[src/core/pdc_map.svh]
// Register offsets, field positions, reset values and masks of the
// dead-time and carrier stage. Assumes word-aligned AXI4-Lite access.
// Function
// - Two-bit B action: keep, low, high, toggle
// - B action per event and count direction
// - Dead-time clock: module clock or timer clock
// - Dual-edge B puts both delays on B
// - Rising delay loads per four-bit method
// - Falling delay loads per four-bit method
// - Falling delay write reaches shadow only
// - Rising delay write reaches shadow only
// - Carrier input invert flips A and B
// - Carrier output invert flips A and B
// - First burst pulse ends at the width-th carrier period end
// - Carrier period is eight clocks times prescale plus one
// - Carrier enable modulates, else pass through
`ifndef PDC_MAP_SVH
`define PDC_MAP_SVH

`define PDC_STATUS_OFS   12'h0c0
`define PDC_GEN_B_OFS    12'h0c4
`define PDC_DT_CFG_OFS   12'h0c8
`define PDC_FED_OFS      12'h0cc
`define PDC_RED_OFS      12'h0d0
`define PDC_CAR_OFS      12'h0d4

`define PDC_GEN_B_RST    32'h0000_0000
`define PDC_DT_CFG_RST   32'h0001_8000
`define PDC_DLY_RST      32'h0000_0000
`define PDC_CAR_RST      32'h0000_0000

`define PDC_GEN_B_MASK   32'h00ff_ffff
`define PDC_DT_CFG_MASK  32'h0003_ffff
`define PDC_DLY_MASK     32'h0000_ffff
`define PDC_CAR_MASK     32'h0000_3fff

`define PDC_GEN_DOWN     12
`define PDC_DT_FED_UPM   0
`define PDC_DT_RED_UPM   4
`define PDC_DT_DEB       8
`define PDC_DT_A_SWAP    9
`define PDC_DT_B_SWAP    10
`define PDC_DT_RED_INSEL 11
`define PDC_DT_FED_INSEL 12
`define PDC_DT_RED_OINV  13
`define PDC_DT_FED_OINV  14
`define PDC_DT_A_BYP     15
`define PDC_DT_B_BYP     16
`define PDC_DT_CLK_SEL   17
`define PDC_CAR_LSB      0
`define PDC_CAR_W        14
`define PDC_CAR_PHASES   3'h7

`define PDC_RESP_OKAY    2'h0
`define PDC_RESP_SLVERR  2'h2

`endif

[src/core/pdc_pkg.sv]
// Types shared by the dead-time and carrier stage.
// Assumes the layouts in pdc_map.svh match the struct field order.
package pdc_pkg;

	typedef struct packed {
		logic       in_invert;
		logic       out_invert;
		logic [3:0] first_pulse_width;
		logic [2:0] duty;
		logic [3:0] prescale;
		logic       enable;
	} pdc_car_cfg_s;

	typedef enum logic [1:0] {
		PDC_IDLE = 2'h0,
		PDC_SHOT = 2'h1,
		PDC_RUN  = 2'h3
	} pdc_car_st_e;

	typedef logic [1:0] pdc_action_t;

endpackage

[src/core/pdc_carrier.sv]
// Carrier modulator for the A and B outputs.
// Assumes inputs come from logic on aclk; outputs are registered.
`timescale 1ns/10ps
`include "pdc_map.svh"

module pdc_carrier (
	input  wire logic                  aclk,
	input  wire logic                  aresetn,
	input  wire pdc_pkg::pdc_car_cfg_s cfg,
	input  wire logic [1:0]            sig_in,
	output logic      [1:0]            sig_out
);

	logic [3:0] pre_q;
	logic [3:0] pre_d;
	logic [2:0] phase_q;
	logic [2:0] phase_d;
	logic       tick;
	logic       period_end;
	logic       carrier;

	always_comb begin
		tick       = (pre_q == cfg.prescale);
		pre_d      = tick ? 4'h0 : pre_q + 4'h1;
		phase_d    = tick ? phase_q + 3'h1 : phase_q;
		period_end = tick && (phase_q == `PDC_CAR_PHASES);
		// High phases end the period, so a one-shot never merges into one
		carrier    = ({1'b0, phase_q} + {1'b0, cfg.duty}) >= 4'h8;
		if (!cfg.enable) begin
			pre_d   = 4'h0;
			phase_d = 3'h0;
		end
	end

	always_ff @(posedge aclk) begin
		if (!aresetn) begin
			pre_q   <= 4'h0;
			phase_q <= 3'h0;
		end else begin
			pre_q   <= pre_d;
			phase_q <= phase_d;
		end
	end

	genvar c;
	generate
		for (c = 0; c < 2; c++) begin : g_ch
			pdc_pkg::pdc_car_st_e st_q;
			pdc_pkg::pdc_car_st_e st_d;
			logic [3:0]           cnt_q;
			logic [3:0]           cnt_d;
			logic                 in_x;
			logic                 mod;
			logic                 out_d;
			logic                 out_q;

			always_comb begin
				in_x  = sig_in[c] ^ cfg.in_invert;
				st_d  = st_q;
				cnt_d = cnt_q;
				case (st_q)
				pdc_pkg::PDC_IDLE: begin
					cnt_d = 4'h0;
					if (in_x)
						st_d = (cfg.first_pulse_width != 4'h0) ?
							pdc_pkg::PDC_SHOT : pdc_pkg::PDC_RUN;
				end
				pdc_pkg::PDC_SHOT: begin
					if (!in_x) begin
						st_d = pdc_pkg::PDC_IDLE;
					end else if (period_end) begin
						cnt_d = cnt_q + 4'h1;
						if (cnt_d == cfg.first_pulse_width)
							st_d = pdc_pkg::PDC_RUN;
					end
				end
				pdc_pkg::PDC_RUN: begin
					if (!in_x)
						st_d = pdc_pkg::PDC_IDLE;
				end
				default: st_d = pdc_pkg::PDC_IDLE;
				endcase
				if (!cfg.enable)
					st_d = pdc_pkg::PDC_IDLE;
				mod = (st_q == pdc_pkg::PDC_SHOT) ||
					((st_q == pdc_pkg::PDC_RUN) && in_x && carrier);
				// Disabled carrier passes the level straight on
				out_d = (cfg.enable ? mod : in_x)
					^ cfg.out_invert;
			end

			always_ff @(posedge aclk) begin
				if (!aresetn) begin
					st_q  <= pdc_pkg::PDC_IDLE;
					cnt_q <= 4'h0;
					out_q <= 1'b0;
				end else begin
					st_q  <= st_d;
					cnt_q <= cnt_d;
					out_q <= out_d;
				end
			end

			assign sig_out[c] = out_q;
		end
	endgenerate

endmodule

[src/core/pdc_stage.sv]
// Output B action table, dead-time generator and carrier stage with an
// AXI4-Lite register slave. Assumes events and operator_out_a come from
// logic on aclk, and timer_clock arrives from outside this domain.
//
// Implementation choice: the AXI4-Lite register port.
`timescale 1ns/10ps
`include "pdc_map.svh"

module pdc_stage (
	input  wire logic        aclk,
	input  wire logic        aresetn,
	input  wire logic [11:0] s_axi_awaddr,
	input  wire logic        s_axi_awvalid,
	output logic             s_axi_awready,
	input  wire logic [31:0] s_axi_wdata,
	input  wire logic [3:0]  s_axi_wstrb,
	input  wire logic        s_axi_wvalid,
	output logic             s_axi_wready,
	output logic [1:0]       s_axi_bresp,
	output logic             s_axi_bvalid,
	input  wire logic        s_axi_bready,
	input  wire logic [11:0] s_axi_araddr,
	input  wire logic        s_axi_arvalid,
	output logic             s_axi_arready,
	output logic [31:0]      s_axi_rdata,
	output logic [1:0]       s_axi_rresp,
	output logic             s_axi_rvalid,
	input  wire logic        s_axi_rready,
	input  wire logic        counter_zero_event,
	input  wire logic        counter_period_event,
	input  wire logic        compare_a_event,
	input  wire logic        compare_b_event,
	input  wire logic        trigger0_event,
	input  wire logic        trigger1_event,
	input  wire logic        count_down,
	input  wire logic        sync_event,
	input  wire logic        timer_clock,
	input  wire logic        operator_out_a,
	output logic             stage_out_a,
	output logic             stage_out_b
);

	logic [31:0] gen_b_q;
	logic [31:0] gen_b_d;
	logic [31:0] dt_cfg_q;
	logic [31:0] dt_cfg_d;
	logic [31:0] fed_sh_q;
	logic [31:0] fed_sh_d;
	logic [31:0] red_sh_q;
	logic [31:0] red_sh_d;
	logic [31:0] car_q;
	logic [31:0] car_d;
	logic [11:0] awaddr_q;
	logic [11:0] awaddr_d;
	logic [31:0] wdata_q;
	logic [31:0] wdata_d;
	logic [3:0]  wstrb_q;
	logic [3:0]  wstrb_d;
	logic        aw_full_q;
	logic        aw_full_d;
	logic        w_full_q;
	logic        w_full_d;
	logic        awready_q;
	logic        awready_d;
	logic        wready_q;
	logic        wready_d;
	logic        bvalid_q;
	logic        bvalid_d;
	logic [1:0]  bresp_q;
	logic [1:0]  bresp_d;
	logic        arready_q;
	logic        arready_d;
	logic        rvalid_q;
	logic        rvalid_d;
	logic [31:0] rdata_q;
	logic [31:0] rdata_d;
	logic [1:0]  rresp_q;
	logic [1:0]  rresp_d;
	logic        do_write;
	logic [15:0] act_dly [2];

	function automatic logic [31:0] merge_bytes(
		input logic [31:0] old_v,
		input logic [31:0] new_v,
		input logic [3:0]  strb
	);
		logic [31:0] res;
		res = old_v;
		for (int i = 0; i < 4; i++) begin
			if (strb[i])
				res[8*i +: 8] = new_v[8*i +: 8];
		end
		return res;
	endfunction

	// Write path: address and data are held until both have arrived
	always_comb begin
		awaddr_d  = awaddr_q;
		wdata_d   = wdata_q;
		wstrb_d   = wstrb_q;
		aw_full_d = aw_full_q;
		w_full_d  = w_full_q;
		bvalid_d  = bvalid_q;
		bresp_d   = bresp_q;
		gen_b_d   = gen_b_q;
		dt_cfg_d  = dt_cfg_q;
		fed_sh_d  = fed_sh_q;
		red_sh_d  = red_sh_q;
		car_d     = car_q;
		do_write  = aw_full_q && w_full_q && !bvalid_q;
		if (s_axi_awvalid && awready_q) begin
			awaddr_d  = s_axi_awaddr;
			aw_full_d = 1'b1;
		end
		if (s_axi_wvalid && wready_q) begin
			wdata_d  = s_axi_wdata;
			wstrb_d  = s_axi_wstrb;
			w_full_d = 1'b1;
		end
		if (bvalid_q && s_axi_bready)
			bvalid_d = 1'b0;
		if (do_write) begin
			aw_full_d = 1'b0;
			w_full_d  = 1'b0;
			bvalid_d  = 1'b1;
			bresp_d   = `PDC_RESP_OKAY;
			case ({awaddr_q[11:2], 2'h0})
			`PDC_GEN_B_OFS: gen_b_d = merge_bytes(gen_b_q, wdata_q,
				wstrb_q) & `PDC_GEN_B_MASK;
			`PDC_DT_CFG_OFS: dt_cfg_d = merge_bytes(dt_cfg_q, wdata_q,
				wstrb_q) & `PDC_DT_CFG_MASK;
			`PDC_FED_OFS: fed_sh_d = merge_bytes(fed_sh_q, wdata_q,
				wstrb_q) & `PDC_DLY_MASK;
			`PDC_RED_OFS: red_sh_d = merge_bytes(red_sh_q, wdata_q,
				wstrb_q) & `PDC_DLY_MASK;
			`PDC_CAR_OFS: car_d = merge_bytes(car_q, wdata_q,
				wstrb_q) & `PDC_CAR_MASK;
			`PDC_STATUS_OFS: bresp_d = `PDC_RESP_OKAY;
			default: bresp_d = `PDC_RESP_SLVERR;
			endcase
		end
		awready_d = !aw_full_d && !bvalid_d;
		wready_d  = !w_full_d && !bvalid_d;
	end

	always_ff @(posedge aclk) begin
		if (!aresetn) begin
			awaddr_q  <= 12'h000;
			wdata_q   <= 32'h0000_0000;
			wstrb_q   <= 4'h0;
			aw_full_q <= 1'b0;
			w_full_q  <= 1'b0;
			awready_q <= 1'b0;
			wready_q  <= 1'b0;
			bvalid_q  <= 1'b0;
			bresp_q   <= `PDC_RESP_OKAY;
			gen_b_q   <= `PDC_GEN_B_RST;
			dt_cfg_q  <= `PDC_DT_CFG_RST;
			fed_sh_q  <= `PDC_DLY_RST;
			red_sh_q  <= `PDC_DLY_RST;
			car_q     <= `PDC_CAR_RST;
		end else begin
			awaddr_q  <= awaddr_d;
			wdata_q   <= wdata_d;
			wstrb_q   <= wstrb_d;
			aw_full_q <= aw_full_d;
			w_full_q  <= w_full_d;
			awready_q <= awready_d;
			wready_q  <= wready_d;
			bvalid_q  <= bvalid_d;
			bresp_q   <= bresp_d;
			gen_b_q   <= gen_b_d;
			dt_cfg_q  <= dt_cfg_d;
			fed_sh_q  <= fed_sh_d;
			red_sh_q  <= red_sh_d;
			car_q     <= car_d;
		end
	end

	// Read path: one read in flight, answered the cycle after address
	always_comb begin
		rvalid_d  = rvalid_q;
		rdata_d   = rdata_q;
		rresp_d   = rresp_q;
		if (rvalid_q && s_axi_rready)
			rvalid_d = 1'b0;
		if (s_axi_arvalid && arready_q) begin
			rvalid_d = 1'b1;
			rresp_d  = `PDC_RESP_OKAY;
			case ({s_axi_araddr[11:2], 2'h0})
			`PDC_STATUS_OFS: rdata_d = {act_dly[1], act_dly[0]};
			`PDC_GEN_B_OFS:  rdata_d = gen_b_q;
			`PDC_DT_CFG_OFS: rdata_d = dt_cfg_q;
			`PDC_FED_OFS:    rdata_d = fed_sh_q;
			`PDC_RED_OFS:    rdata_d = red_sh_q;
			`PDC_CAR_OFS:    rdata_d = car_q;
			default: begin
				rdata_d = 32'h0000_0000;
				rresp_d = `PDC_RESP_SLVERR;
			end
			endcase
		end
		arready_d = !rvalid_d;
	end

	always_ff @(posedge aclk) begin
		if (!aresetn) begin
			arready_q <= 1'b0;
			rvalid_q  <= 1'b0;
			rdata_q   <= 32'h0000_0000;
			rresp_q   <= `PDC_RESP_OKAY;
		end else begin
			arready_q <= arready_d;
			rvalid_q  <= rvalid_d;
			rdata_q   <= rdata_d;
			rresp_q   <= rresp_d;
		end
	end

	// Output B action table; later events in the list win a tie
	logic [5:0] events;
	logic       out_b_q;
	logic       out_b_d;

	always_comb begin
		pdc_pkg::pdc_action_t act;
		act     = 2'h0;
		events  = {trigger1_event, trigger0_event, compare_b_event,
			compare_a_event, counter_period_event, counter_zero_event};
		out_b_d = out_b_q;
		for (int i = 0; i < 6; i++) begin
			act = count_down ? gen_b_q[`PDC_GEN_DOWN + 2*i +: 2]
				: gen_b_q[2*i +: 2];
			if (events[i]) begin
				case (act)
				2'h1:    out_b_d = 1'b0;
				2'h2:    out_b_d = 1'b1;
				2'h3:    out_b_d = ~out_b_q;
				default: out_b_d = out_b_d;
				endcase
			end
		end
	end

	// Timer clock is foreign: two flops, then edge detect on the second
	logic tclk_s1_q;
	logic tclk_s2_q;
	logic tclk_s3_q;
	logic dt_tick;

	always_ff @(posedge aclk) begin
		if (!aresetn) begin
			out_b_q   <= 1'b0;
			tclk_s1_q <= 1'b0;
			tclk_s2_q <= 1'b0;
			tclk_s3_q <= 1'b0;
		end else begin
			out_b_q   <= out_b_d;
			tclk_s1_q <= timer_clock;
			tclk_s2_q <= tclk_s1_q;
			tclk_s3_q <= tclk_s2_q;
		end
	end

	assign dt_tick = dt_cfg_q[`PDC_DT_CLK_SEL] ?
		(tclk_s2_q && !tclk_s3_q) : 1'b1;

	// Swap first, so delay paths and bypass both see swapped signals
	logic a_sw;
	logic b_sw;
	logic [1:0] path;

	assign a_sw = dt_cfg_q[`PDC_DT_A_SWAP] ? out_b_q : operator_out_a;
	assign b_sw = dt_cfg_q[`PDC_DT_B_SWAP] ? operator_out_a : out_b_q;

	// Index 0 is the rising-edge delay, index 1 the falling-edge delay
	genvar k;
	generate
		for (k = 0; k < 2; k++) begin : g_dly
			logic [15:0] act_q;
			logic [15:0] act_d;
			logic [15:0] cnt_q;
			logic [15:0] cnt_d;
			logic        hit_q;
			logic        hit_d;
			logic [3:0]  upm;
			logic        load;
			logic        lvl;

			always_comb begin
				upm = k ? dt_cfg_q[`PDC_DT_FED_UPM +: 4]
					: dt_cfg_q[`PDC_DT_RED_UPM +: 4];
				// Bit 3 blocks every update, zero tracks the shadow
				load = !upm[3] && ((upm == 4'h0) ||
					(upm[0] && counter_zero_event) ||
					(upm[1] && counter_period_event) ||
					(upm[2] && sync_event));
				act_d = load ? (k ? fed_sh_q[15:0] : red_sh_q[15:0])
					: act_q;
				lvl = (dt_cfg_q[k ? `PDC_DT_FED_INSEL
					: `PDC_DT_RED_INSEL] ? b_sw : a_sw) ^ (k != 0);
				cnt_d = cnt_q;
				hit_d = hit_q;
				if (!lvl) begin
					cnt_d = 16'h0000;
					hit_d = 1'b0;
				end else if (cnt_q >= act_q) begin
					hit_d = 1'b1;
				end else if (dt_tick) begin
					cnt_d = cnt_q + 16'h0001;
				end
			end

			always_ff @(posedge aclk) begin
				if (!aresetn) begin
					act_q <= 16'h0000;
					cnt_q <= 16'h0000;
					hit_q <= 1'b0;
				end else begin
					act_q <= act_d;
					cnt_q <= cnt_d;
					hit_q <= hit_d;
				end
			end

			assign act_dly[k] = act_q;
			assign path[k] = (hit_q ^ (k != 0)) ^ dt_cfg_q[k ?
				`PDC_DT_FED_OINV : `PDC_DT_RED_OINV];
		end
	endgenerate

	logic [1:0] dt_out;

	always_comb begin
		if (dt_cfg_q[`PDC_DT_DEB]) begin
			dt_out[0] = a_sw;
			dt_out[1] = path[0] & path[1];
		end else begin
			dt_out[0] = path[0];
			dt_out[1] = path[1];
		end
		if (dt_cfg_q[`PDC_DT_A_BYP])
			dt_out[0] = a_sw;
		if (dt_cfg_q[`PDC_DT_B_BYP])
			dt_out[1] = b_sw;
	end

	logic [1:0] car_out;

	pdc_carrier u_carrier (
		.aclk    (aclk),
		.aresetn (aresetn),
		.cfg     (pdc_pkg::pdc_car_cfg_s'(car_q[`PDC_CAR_LSB +: `PDC_CAR_W])),
		.sig_in  (dt_out),
		.sig_out (car_out)
	);

	assign stage_out_a   = car_out[0];
	assign stage_out_b   = car_out[1];
	assign s_axi_awready = awready_q;
	assign s_axi_wready  = wready_q;
	assign s_axi_bvalid  = bvalid_q;
	assign s_axi_bresp   = bresp_q;
	assign s_axi_arready = arready_q;
	assign s_axi_rvalid  = rvalid_q;
	assign s_axi_rdata   = rdata_q;
	assign s_axi_rresp   = rresp_q;

endmodule

[config.mk]
export PLATFORM = sky130hd
export DESIGN_NAME = pdc_stage
export DESIGN_NICKNAME = d
export VERILOG_FILES = /design/src/core/pdc_pkg.sv /design/src/core/pdc_carrier.sv /design/src/core/pdc_stage.sv
export VERILOG_INCLUDE_DIRS = /design/src /design/src/core
export SDC_FILE = /design/constraint.sdc
export NUM_CORES = 1
export LEC_CHECK = 0
export BUFFER_PORTS_ARGS = -buffer_cell sky130_fd_sc_hd__buf_2
export CAP_MARGIN = 0
export CORE_ASPECT_RATIO = 0.6
export CORE_MARGIN = 8
export CORE_UTILIZATION = 60
export CTS_BUF_LIST = sky130_fd_sc_hd__clkbuf_4
export CTS_CLUSTER_DIAMETER = 150
export CTS_CLUSTER_SIZE = 14
export DETAILED_ROUTE_END_ITERATION = 7
export GPL_ROUTABILITY_DRIVEN = 1
export HOLD_SLACK_MARGIN = 0.08
export PLACE_DENSITY_LB_ADDON = 0.2
export SYNTH_ARGS = -nofsm -noshare
export SYNTH_HDL_FRONTEND = slang
export SYNTH_SLANG_ARGS = --single-unit
[constraint.sdc]
create_clock -name aclk -period 2.6 [get_ports aclk]
set_clock_uncertainty 0.1 [all_clocks]
set_input_delay 0.52 -clock aclk [delete_from_list [all_inputs] [get_ports aclk]]
set_output_delay 0.52 -clock aclk [all_outputs]
set_load 0.01 [all_outputs]
==> summary.md <==
| Metric | Value |
|---|---|
| Final worst-path cycle share | `0.965` |
| Final std cells w/o fill | `between 1500 and 2000` |
| Via count | `~11000` |
| CTS tree | `done` |
| Total GRT Usage | `0.276` |
| Max-Cap Viols | `0` |
| DP Wirelength | `approximately 26000 µm` |
| Max Slew Vio Count | `0` |
| Top-Level Pins | `120` |
| Share of layout cells above drive strength 1 | `0.140` |
| WL per Instance | `19.5 µm` |
| Router iterations before antenna repair | `7` |
| Vias per inst | `6.06` |
| Ant diodes | `0` |
| Core area | `just under 20000 µm²` |
| DRC | `0` |
| Startpoint Class | `flop` |
| Slew HR | `0.212` |
| Rows | `40` |
| Clock sink count | `between 200 and 300` |
| Final Critical Period | `2510 ps` |
| GRT Residual Overflow | `0` |
| GP Congestion | `between 0.9 and 1` |
| NumNets Final | `between 1500 and 2000` |
| Outcome | `finished, final reports clean` |
| Overall die width | `198 µm` |
| Number of distinct library cells after synthesis | `76` |
| Clk_lat worst skew | `roughly 690 ps` |
| RSZ-0062 raised after global routing | `false` |
| Vias in the first global route | `just over 10000` |
| Clock buffer depth | `3` |
| CP endpoint kind | `flop` |
| FMAX | `between 300 and 400 MHz` |
| Crit Path Category | `reg -> reg` |
| Pwr dens | `463 nW/µm²` |
| Cells after Synth | `about 1400` |
| Critical-path cell list | `inv_1, ha_1, a211o_1, o221a_1, o31ai_4, a41oi_4, or4_1, a21oi_1` |
| Maximum VDD drop | `around 0.35 mV` |
| I/O Buffers | `about 100` |
| Final Hold Viols | `0` |
| Clk slew on worst S/H paths | `approximately 150 ps` |
| Die ar. | `around 25000 µm²` |
| Iteration-0 DRC Markers | `around 1200` |
| #FFs+latches synth | `approximately 260` |
| Crit-path max FO | `6` |
| Mean area per synthesized cell | `between 8 and 9 µm²` |
| Total CTS buffers | `22` |
| Asr flop ratio synth | `0` |
| WP data required | `3100 ps` |
| First-pass GRT wire length | `between 50000 and 60000 µm` |
| Total detailed-routing wirelength | `35700 µm` |
| Sequential share of the synthesized area | `0.433` |
| R2r setup slk | `approximately 92 ps` |
| Total negative slack | `0 ps` |
| R2R depth | `8` |
| Area delta synth->final | `13.4%` |
| Largest net degree at the start of global routing | `between 50 and 60` |
| CTS root buf | `clkbuf_4` |
| Cell Count Post-Placement | `1764` |
| CP peak stage delay | `roughly 530 ps` |
| Post-synth EDFFs | `0` |
| Final setup fails | `0` |
| Leak | `approximately 0.0052 µW` |
| Antenna viol nets, final | `0` |
| Initial antenna violation count | `1` |
| Synth Flop Type | `dfxtp_1` |
| Mapped Area | `~12000 µm²` |
| Starting Density | `0.603` |
| Warnings, synthesis | `0` |
| Critical Path AT | `between 3000 and 4000 ps` |
| Max H-tree Level | `1` |
| Hold depth | `4` |
| Worst hold path type | `in -> reg` |
| Die H | `125 µm` |
| CP max-delay cell | `or4_1` |
| Worst Max-Slew Pin Slew | `between 1000 and 1500 ps` |
-- per-stage QoR --
stage | hold WS [ps] | total power (µW) | worst slack [ps] | utilization | area (µm²)
2_1_floorplan | 312 | 4320 | 233 | - | 11900
3_3_place_gp | 321 | 4490 | 94.9 | 0.647 | 12800
3_5_place_dp | 326 | 4500 | 25.1 | 0.647 | 12800
5_1_grt | 100 | 6450 | 9.73 | 0.684 | 13500
6_report | 123 | 6250 | 91.9 | 0.684 | 13500
4_1_cts | 83.1 | 6240 | 3.88 | 0.678 | 13400
-- synth_stat cells (7+ instances only) --
| master | instances | share of area |
|---|---|---|
| and3_1 | 8 | 0.0042 |
| buf_2 | 13 | 0.0055 |
| o21ai_0 | 39 | 0.016 |
| mux2i_1 | 75 | 0.063 |
| a31oi_1 | 18 | 0.0095 |
| nor3_1 | 15 | 0.0063 |
| dfxtp_1 | 257 | 0.43 |
| mux2_2 | 10 | 0.0095 |
| o31ai_1 | 17 | 0.011 |
| o211ai_1 | 7 | 0.0044 |
| ha_1 | 42 | 0.044 |
| a21oi_1 | 191 | 0.080 |
| nand3_1 | 41 | 0.017 |
| nand4_1 | 9 | 0.0047 |
| inv_1 | 41 | 0.013 |
| or4_1 | 21 | 0.013 |
| nand2_1 | 298 | 0.094 |
| nand2b_1 | 11 | 0.0058 |
| and2_1 | 10 | 0.0053 |
| or3_1 | 15 | 0.0079 |
| a222oi_1 | 16 | 0.013 |
| xor2_1 | 10 | 0.0074 |
| nor2_1 | 95 | 0.030 |
| xnor2_1 | 13 | 0.0096 |
| clkbuf_1 | 55 | 0.017 |
-- final timing paths --
check / to / from
hold reg to reg: s_axi_awready / aw_full_q
setup / recovery: g_dly[1].cnt_q[14] / g_dly[1].act_q[5]
setup reg to reg: g_dly[1].cnt_q[14] / g_dly[1].act_q[5]
hold / removal: out_b_q / trigger1_event
-- critical path, delay by kind of cell, from the launching register on --
kind | cells | cell delay (ps)
compound gates | 5 | 1090
flops | 1 | 360
buf+inv | 1 | 50
simple gates | 1 | 530
fa+ha+maj | 1 | 310
-- kinds of logic after synthesis --
| kind of cell | synth area share |
|---|---|
| other cells | 0.000315 |
| simple gates | 0.221 |
| compound gates | 0.172 |
| flops | 0.433 |
| xor+xnor | 0.0169 |
| mux | 0.0726 |
| buf+inv | 0.0402 |
| fa+ha+maj | 0.0442 |
-- flip-flops by register name, summed over array words and instances, names as in the netlist, 3 cells and up --
signal                count
dt_cfg_q                 18
awaddr_q                 10
u_carrier.phase_q         3
red_sh_q                 16
u_carrier.g_ch.st_q       4
wdata_q                  24
fed_sh_q                 16
wstrb_q                   3
g_dly.act_q              32
gen_b_q                  24
u_carrier.g_ch.cnt_q      8
u_carrier.pre_q           4
car_q                    14
s_axi_rdata              32
g_dly.cnt_q              32
-- per-layer routing --
layer | vias up | wire [µm] | GRT usage
met5 | - | 13 | 0
met4 | 2 | 669 | 0.0499
met3 | 61 | 4360 | 0.0865
met2 | 536 | 14900 | 0.405
met1 | 5220 | 15800 | 0.395
li1 | 5285 | - | -
-- power by group --
group          switching, µW  internal (µW)  total (µW)
clock                   1270            506        1770
combinational            237            168         404
sequential              79.0           4000        4080
total                   1580           4670        6250
-- final cells by class --
type / instances / area (µm²)
clock buffers: 22 / 165
clock inverters: 2 / 41.3
fillers: 1680 / 6230
inverters: 41 / 156
multi-input cells: 1054 / 6360
flip-flops and latches: 257 / 5150
well taps: 273 / 342
repair buffers: 184 / 1280
-- placed cells by master, fill, tap and decap left out, drive strengths merged, types with 6 or more instances in the layout --
cell and instances:
nand2 299, dfxtp 257, a21oi 191, buf 143, nor2 99, mux2i 75
nand3 43, ha 42, inv 42, o21ai 42, dlygate4sd3 41, clkbuf 22
or4 21, a31oi 18, o31ai 18, nor3 18, a222oi 16, or3 15
xnor2 13, nand2b 12, and2 11, xor2 10, mux2 10, nand4 10
and3 8, o211ai 7, a221oi 7, a22o 6, nor2b 6
-- what timing repair did --
action / CTS / global route
setup endpoints to repair: 0 / 23
buffers inserted: 0 / 3
hold buffers: 41 / 0
resized for setup: 0 / 17
endpoints found under the hold margin: 42 / 0
No activity file was read; power rests on OpenSTA's default activity.
